===== src/logic/dmsm_defs.svh =====
`ifndef DMSM_DEFS_SVH
`define DMSM_DEFS_SVH

// A request carries the item number less this offset.
`define DMSM_SPEC_OFFSET 16'h0001

// Coil window, internal item numbers.
`define DMSM_COIL_FIRST 16'h0039
`define DMSM_COIL_LAST 16'h004e
`define DMSM_COIL_COUNT 22

// Bit positions inside the coil vector (item number minus first coil).
`define DMSM_CB_LOGIC6 0
`define DMSM_CB_CAP_WEAR 1
`define DMSM_CB_FAN_WEAR 2
`define DMSM_CB_START_CONTACT 3
`define DMSM_CB_HEATSINK_HOT 4
`define DMSM_CB_SMALL_CURRENT 5
`define DMSM_CB_SPARE_FIRST 6
`define DMSM_CB_OP_PREPARED 12
`define DMSM_CB_RUN_AHEAD 13
`define DMSM_CB_RUN_BACKWARD 14
`define DMSM_CB_FATAL 15
`define DMSM_CB_NV_WRITE 16
`define DMSM_CB_ERR_FIRST 17

// Holding registers, internal item numbers.
`define DMSM_REG_SPEED_HIGH 16'h0001
`define DMSM_REG_SPEED_LOW 16'h0002
`define DMSM_REG_STATE_DETAILED 16'h0003
`define DMSM_REG_STATE_COARSE 16'h0004
`define DMSM_REG_TIME_SETTING 16'h0100

// Reset values.
`define DMSM_SPEED_RESET 32'h00000000
`define DMSM_TIME_RESET 16'h0000

// Limits and codes.
`define DMSM_SPEED_MAX 32'h00009c40
`define DMSM_REF_SEL_SERIAL 8'h03
`define DMSM_TIME_COARSE_MIN 16'h2710
`define DMSM_TIME_DIGIT 16'h000a

// Detailed drive state codes.
`define DMSM_DST_INITIAL 4'h0
`define DMSM_DST_STOP 4'h2
`define DMSM_DST_RUN 4'h3
`define DMSM_DST_COAST 4'h4
`define DMSM_DST_JOG 4'h5
`define DMSM_DST_DC_BRAKE 4'h6
`define DMSM_DST_RETRY 4'h7
`define DMSM_DST_TRIP 4'h8
`define DMSM_DST_UNDERVOLT 4'h9

// Coarse drive state codes.
`define DMSM_CST_STOPPED 2'h0
`define DMSM_CST_RUNNING 2'h1
`define DMSM_CST_TRIPPED 2'h2

`endif


===== src/logic/dmsm_pkg.sv =====
package dmsm_pkg;
    typedef logic [15:0] dmsm_word_t;
    typedef logic [31:0] dmsm_speed_t;
    typedef enum logic [1:0] {DMSM_ANS_NONE, DMSM_ANS_OK, DMSM_ANS_REFUSED} dmsm_ans_t;
endpackage


===== src/logic/dmsm_err_latch.sv =====
`timescale 1ns/100ps
module dmsm_err_latch
    import dmsm_pkg::*;
#(
    parameter int N = 5
) (
    input wire logic clk,
    input wire logic srst,
    input wire logic [N-1:0] set_pulse,
    input wire logic fault_reset,
    output logic [N-1:0] flags
);
    logic [N-1:0] flag_r;
    logic [N-1:0] flag_nxt;

    // Set wins over the fault reset so an error in the clearing cycle is kept.
    genvar g;
    generate
        for (g = 0; g < N; g++) begin : g_bit
            assign flag_nxt[g] = set_pulse[g] | (flag_r[g] & ~fault_reset);
        end
    endgenerate

    always_ff @(posedge clk) begin
        if (srst) begin
            flag_r <= '0;
        end else begin
            flag_r <= flag_nxt;
        end
    end

    assign flags = flag_r;
endmodule // dmsm_err_latch


===== src/logic/dmsm_status_map.sv =====
`timescale 1ns/100ps
`include "dmsm_defs.svh"
// Contract
// Coil 0039 reads logic result six, 1 when on.
// Coils 003A and 003B read capacitor and fan wear-out warnings.
// Coils 003C to 003E read start contact, heatsink hot, small current.
// Coils 003F to 0044 read the six spare output states.
// Coils 0045 to 0047 read ready, running ahead, running backward.
// Coil 0048 reads fatal fault; coil 0049 reads nonvolatile write busy.
// Coils 004A to 004E latch communication errors until a fault reset.
// Fault reset clears the error flags even while the motor runs.
// Request number equals the internal item number minus one.
// Speed setpoint split high/low, 0 to 40000, written only when selector is 03.
// Register 0003 reads the detailed drive state code.
// Register 0004 reads the coarse drive state code.
// Time settings of 10000 or more drop the hundredths digit.
// Writes to read-only or unused items change nothing.
module dmsm_status_map
    import dmsm_pkg::*;
(
    input wire logic CLOCK,
    input wire logic SRST,
    input wire logic REQ_VALID,
    input wire logic REQ_IS_COIL,
    input wire logic REQ_WRITE,
    input wire logic [15:0] REQ_ADDR,
    input wire logic [15:0] REQ_WDATA,
    input wire logic LOGIC_RESULT_SIX,
    input wire logic CAPACITOR_WEAROUT_WARNING,
    input wire logic FAN_WEAROUT_WARNING,
    input wire logic STARTING_CONTACT_STATE,
    input wire logic HEATSINK_HOT_WARNING,
    input wire logic SMALL_CURRENT_FLAG,
    input wire logic [5:0] SPARE_OUTPUT,
    input wire logic OPERATION_PREPARED,
    input wire logic RUNNING_AHEAD_FLAG,
    input wire logic RUNNING_BACKWARD_FLAG,
    input wire logic FATAL_FAULT_FLAG,
    input wire logic NV_WRITE_BUSY,
    input wire logic [4:0] COMM_ERROR_PULSE,
    input wire logic FAULT_RESET,
    input wire logic [3:0] DRIVE_STATE_DETAILED,
    input wire logic [1:0] DRIVE_STATE_COARSE,
    input wire logic [7:0] REFERENCE_SOURCE_SELECT,
    output logic RSP_VALID,
    output logic RSP_REFUSED,
    output logic [15:0] RSP_DATA,
    output logic [4:0] COMM_ERROR_FLAGS,
    output logic [31:0] SPEED_SETPOINT,
    output logic [15:0] TIME_SETTING
);
    logic rsp_valid_r;
    logic rsp_refused_r;
    dmsm_word_t rsp_data_r;
    dmsm_speed_t speed_r;
    dmsm_speed_t speed_nxt;
    dmsm_word_t speed_stage_r;
    dmsm_word_t speed_stage_nxt;
    dmsm_word_t time_r;
    dmsm_word_t time_nxt;
    logic [4:0] err_flags;

    dmsm_err_latch #(
        .N(5)
    ) u_err_latch (
        .clk(CLOCK),
        .srst(SRST),
        .set_pulse(COMM_ERROR_PULSE),
        .fault_reset(FAULT_RESET),
        .flags(err_flags)
    );

    // Item number seen inside the device.
    wire dmsm_word_t item_no = REQ_ADDR + `DMSM_SPEC_OFFSET;
    wire dmsm_word_t coil_off = item_no - `DMSM_COIL_FIRST;
    wire [4:0] coil_idx = coil_off[4:0];

    wire [`DMSM_COIL_COUNT-1:0] coil_vec = {
        err_flags,
        NV_WRITE_BUSY,
        FATAL_FAULT_FLAG,
        RUNNING_BACKWARD_FLAG,
        RUNNING_AHEAD_FLAG,
        OPERATION_PREPARED,
        SPARE_OUTPUT,
        SMALL_CURRENT_FLAG,
        HEATSINK_HOT_WARNING,
        STARTING_CONTACT_STATE,
        FAN_WEAROUT_WARNING,
        CAPACITOR_WEAROUT_WARNING,
        LOGIC_RESULT_SIX
    };

    wire coil_hit = REQ_IS_COIL && (item_no >= `DMSM_COIL_FIRST)
        && (item_no <= `DMSM_COIL_LAST);
    wire reg_hi = !REQ_IS_COIL && (item_no == `DMSM_REG_SPEED_HIGH);
    wire reg_lo = !REQ_IS_COIL && (item_no == `DMSM_REG_SPEED_LOW);
    wire reg_det = !REQ_IS_COIL && (item_no == `DMSM_REG_STATE_DETAILED);
    wire reg_crs = !REQ_IS_COIL && (item_no == `DMSM_REG_STATE_COARSE);
    wire reg_time = !REQ_IS_COIL && (item_no == `DMSM_REG_TIME_SETTING);
    wire any_hit = coil_hit | reg_hi | reg_lo | reg_det | reg_crs | reg_time;
    wire is_rw = reg_hi | reg_lo | reg_time;

    // The setpoint is committed whole on the low half so the drive never sees
    // a torn value between the two writes.
    wire sel_serial = (REFERENCE_SOURCE_SELECT == `DMSM_REF_SEL_SERIAL);
    wire dmsm_speed_t speed_cand = {speed_stage_r, REQ_WDATA};
    wire speed_ok = sel_serial && (speed_cand <= `DMSM_SPEED_MAX);
    wire wr_hi = REQ_VALID && REQ_WRITE && reg_hi && sel_serial;
    wire wr_lo = REQ_VALID && REQ_WRITE && reg_lo && speed_ok;
    wire wr_time = REQ_VALID && REQ_WRITE && reg_time;

    // Above 100.0 s the setting only has tenths resolution.
    wire dmsm_word_t time_digit = REQ_WDATA % `DMSM_TIME_DIGIT;
    wire dmsm_word_t time_fixed = (REQ_WDATA >= `DMSM_TIME_COARSE_MIN) ?
        (REQ_WDATA - time_digit) : REQ_WDATA;

    // Read-only, unused and rejected writes are refused and store nothing.
    wire refuse_nxt = !any_hit || (REQ_WRITE && !is_rw)
        || (REQ_WRITE && reg_hi && !sel_serial)
        || (REQ_WRITE && reg_lo && !speed_ok);

    dmsm_word_t read_mux;
    always_comb begin
        read_mux = 16'h0000;
        if (coil_hit) begin
            read_mux = {15'h0000, coil_vec[coil_idx]};
        end else if (reg_hi) begin
            read_mux = speed_r[31:16];
        end else if (reg_lo) begin
            read_mux = speed_r[15:0];
        end else if (reg_det) begin
            read_mux = {12'h000, DRIVE_STATE_DETAILED};
        end else if (reg_crs) begin
            read_mux = {14'h0000, DRIVE_STATE_COARSE};
        end else if (reg_time) begin
            read_mux = time_r;
        end
    end

    assign speed_stage_nxt = wr_hi ? REQ_WDATA : speed_stage_r;
    assign speed_nxt = wr_lo ? speed_cand : speed_r;
    assign time_nxt = wr_time ? time_fixed : time_r;

    always_ff @(posedge CLOCK) begin
        if (SRST) begin
            speed_stage_r <= 16'h0000;
            speed_r <= `DMSM_SPEED_RESET;
            time_r <= `DMSM_TIME_RESET;
        end else begin
            speed_stage_r <= speed_stage_nxt;
            speed_r <= speed_nxt;
            time_r <= time_nxt;
        end
    end

    always_ff @(posedge CLOCK) begin
        if (SRST) begin
            rsp_valid_r <= 1'b0;
            rsp_refused_r <= 1'b0;
            rsp_data_r <= 16'h0000;
        end else begin
            rsp_valid_r <= REQ_VALID;
            rsp_refused_r <= REQ_VALID && refuse_nxt;
            rsp_data_r <= (REQ_VALID && !REQ_WRITE) ? read_mux : 16'h0000;
        end
    end

    assign RSP_VALID = rsp_valid_r;
    assign RSP_REFUSED = rsp_refused_r;
    assign RSP_DATA = rsp_data_r;
    assign COMM_ERROR_FLAGS = err_flags;
    assign SPEED_SETPOINT = speed_r;
    assign TIME_SETTING = time_r;
endmodule // dmsm_status_map


===== config.mk =====
export PLATFORM = sky130hd
export DESIGN_NAME = dmsm_status_map
export DESIGN_NICKNAME = d
export VERILOG_FILES = /design/src/logic/dmsm_pkg.sv /design/src/logic/dmsm_err_latch.sv /design/src/logic/dmsm_status_map.sv
export VERILOG_INCLUDE_DIRS = /design/src /design/src/logic
export SDC_FILE = /design/constraint.sdc
export NUM_CORES = 1
export LEC_CHECK = 0
export BUFFER_PORTS_ARGS = -buffer_cell sky130_fd_sc_hd__buf_2
export CORE_MARGIN = 2
export CORE_UTILIZATION = 39
export DETAILED_ROUTE_END_ITERATION = 10
export PLACE_DENSITY = 0.68
export SYNTH_ARGS = -nofsm -noshare
export SYNTH_HDL_FRONTEND = slang
export SYNTH_SLANG_ARGS = --single-unit

===== constraint.sdc =====
create_clock -name CLOCK -period 10.7 [get_ports CLOCK]
set_input_delay 0.535 -clock CLOCK [delete_from_list [all_inputs] [get_ports CLOCK]]
set_output_delay 0.535 -clock CLOCK [all_outputs]
set_load 0.05 [all_outputs]

==> flow_summary.json <==
{
  "synth_compound_area_share_pct": 24.3,
  "period_share_pct": 73.8,
  "critPathLaunchType": "primary input",
  "worstPathRequired_ps": 10900,
  "post_cts_buffers": 0,
  "rows": 46,
  "synthMuxAreaShare_pct": 8.25,
  "routed_wl_um": 17700,
  "vdd_drop_max_mv": 0.0682,
  "synth_commonest_cells": "113 x nor2_1, 87 x dfxtp_1, 50 x nand2_1, 40 x mux2i_1, 38 x a21oi_1",
  "start_util_pct": 40.0,
  "synth_top_family_by_area": "simple AND/OR/NAND/NOR gates",
  "synth_cell_type_count": 91,
  "final_cell_count_no_fill": 1145,
  "cap_viol_max_count": 0,
  "syn2layout_area_growth_pct": 17.8,
  "yosysWarnings": 0,
  "diodes": 0,
  "synth_top_area_share_pct": 27.4,
  "cts_resized": 0,
  "ctsHtreeMaxLevel": 3,
  "yosys.area_share.adder_pct": 4.12,
  "cp_max_fo": 19,
  "num_vias": 6483,
  "max_freq_mhz": 127,
  "cpMostUsedCell": "o21ai_0",
  "hold_buffers": 0,
  "hold_viol": 0,
  "synthTopCellsByArea": "dfxtp_1 27%, nor2_1 6.7%, mux2i_1 6.3%, ha_1 3.9%, a21oi_1 3.0%",
  "viasPerCell": 5.66,
  "pin_count": 145,
  "p_leak_nw": 3.08,
  "grt_start_max_net_pins": 59,
  "powerDensity_nw_per_um2": 116,
  "layout-drive-gt1-share_pct": 21.9,
  "grt_use_total_pct": 20.0,
  "die_x_um": 132,
  "synth_seq_cells": 87,
  "status": "finished clean",
  "worst_pin_slew_ps": 881,
  "cts_buffers": 9,
  "syn_inst": 809,
  "port-buffer-count": 144,
  "timing.critical_path.arrival_ps": 8100,
  "grt_pass1_vias": 5807,
  "rsz0062_at_grt": "no",
  "hold_class": "in2reg",
  "grt_overflow_total": 0,
  "synth_most_common_cell": "nor2_1",
  "fin_nets": 1018,
  "synth_area_leader_cell": "dfxtp_1",
  "cts-root-buf": "clkbuf_16",
  "skew_ps": 7.91,
  "grt_pass1_wl_um": 29300,
  "insertion_delay_ps": 340,
  "core_sq_um": 15900,
  "period_minus_slack_ps": 7900,
  "cts_tree": "built",
  "die_h_um": 132,
  "antenna_left": 0,
  "final-max-slew-violation-count": 0,
  "antenna_found_initial": 0,
  "synthXorXnorAreaFrac_pct": 2.48,
  "worst_path_largest_cell_delay_ps": 780,
  "synth-simple-area-share_pct": 27.9,
  "finalSetupTns_ps": 0,
  "async_flop_share_pct": 0,
  "wire_per_inst_um": 15.4,
  "synth_edf_count": 0,
  "path_clk_slew_ps": 70,
  "synthFlopType": "dfxtp_1",
  "setup.worst_path.class": "in2reg",
  "drt-pass1-iter-count": 5,
  "finalSetupViolations": 0,
  "slew_headroom_pct": 41.0,
  "place_inst": 1129,
  "critPathCaptureType": "register",
  "dieArea_sq_um": 17300,
  "synth.avg_cell_area_sq_um": 7.85,
  "drc_errors": 0,
  "ys_seq_area_share_pct": 27.4,
  "drt_iter0_drc": 470,
  "globalplace.congestion": 0.918,
  "dp_hpwl_um": 13100,
  "cts_buffer_depth": 2,
  "syn_area_sq_um": 6350,
  "cts_sinks": 87,
  "crit_slowest_cell": "a211oi_2"
}
==> stage by stage <==
stage	power [mW]	worst slack, ps	hold WS (ps)	utilization [%]	cell area (sq um)
final	0.867	2800	400	47.1	7480
after global routing	0.913	1840	411	47.1	7480
after detailed placement	0.569	2530	466	45.3	7200
after global placement	0.569	2780	464	45.3	7200
after CTS	0.870	2860	395	47.1	7480
after floorplan	0.518	4040	461	-	6390
==> placed cells by master (no fill, tap or decap), types with 6 or more instances in the layout <==
master and count:
a31oi_1 6, a22oi_1 16, xor2_1 8, nor2b_1 9, a211oi_1 15, conb_1 11, mux2i_1 40, xnor2_1 10
inv_1 25, nor2_1 113, buf_2 144, nand2_1 50, o21a_1 6, clkbuf_16 9, nand4_1 13, a21oi_1 38
and3_1 10, nand3b_1 7, or3_1 6, nor4_1 18, nor3_1 33, and2_1 21, nand2b_1 8, ha_1 20
dfxtp_1 87, buf_4 6, o21ai_0 34, o211ai_1 7, nand3_1 24
==> per-layer routing <==
layer  track usage, %  up-vias  wire length, um  part of all wire [%]
met1             28.0     3010             8490                    48
met4             5.07        0              202                   1.1
li1                 -     3229                -                     -
met3             2.97       17              949                   5.4
met5                0        -                0                     0
met2             32.2      227             8040                    45
==> critical path: cells and delay by family <==
kind | cells | cell delay (ps)
AO/OA/AOI/OAI | 19 | 4590
AND/OR/NAND/NOR | 7 | 2070
adder cells (fa/ha/maj) | 1 | 330
XOR/XNOR | 2 | 300
buffers and inverters | 1 | 280
==> sequential cells by signal (all words and copies together), names as in the netlist <==
signal,count
u_err_latch.flags,5
RSP_REFUSED,1
SPEED_SETPOINT,32
RSP_VALID,1
TIME_SETTING,16
speed_stage_r,16
RSP_DATA,16
==> path summary, 6_finish.rpt <==
path                             from                   end  depth (start not counted)  slack (ps)
hold / removal    COMM_ERROR_PULSE[2]  u_err_latch.flags[2]                          3         400
setup / recovery        REQ_WDATA[14]      TIME_SETTING[13]                         30        2800
setup reg to reg     speed_stage_r[0]    SPEED_SETPOINT[28]                          8        8120
hold reg to reg    SPEED_SETPOINT[19]    SPEED_SETPOINT[19]                          1         480
==> where the power goes <==
group	switching (mW)	internal (mW)	leakage [nW]
sequential	0.000975	0.325	0.702
clock	0.139	0.162	0.143
combinational	0.149	0.0910	2.24
==> kinds of logic after synthesis <==
group	Yosys count
and+or+nand+nor	346
other	1
xor gates and xnor gates	18
DFF	87
adders and majority gates	21
AOI/OAI and AO/OA	207
muxes	46
buffers and inverters	83
==> layout make-up <==
class | instances | area, sq um
timing repair buffer | 150 | 766
clock buffer | 9 | 225
sequential | 87 | 1740
inverter | 27 | 101
tap | 216 | 270
clock inverter | 7 | 60.1
fill | 1622 | 8400
multi-input combinational | 649 | 4320
Power figures use the tool's default switching activity.
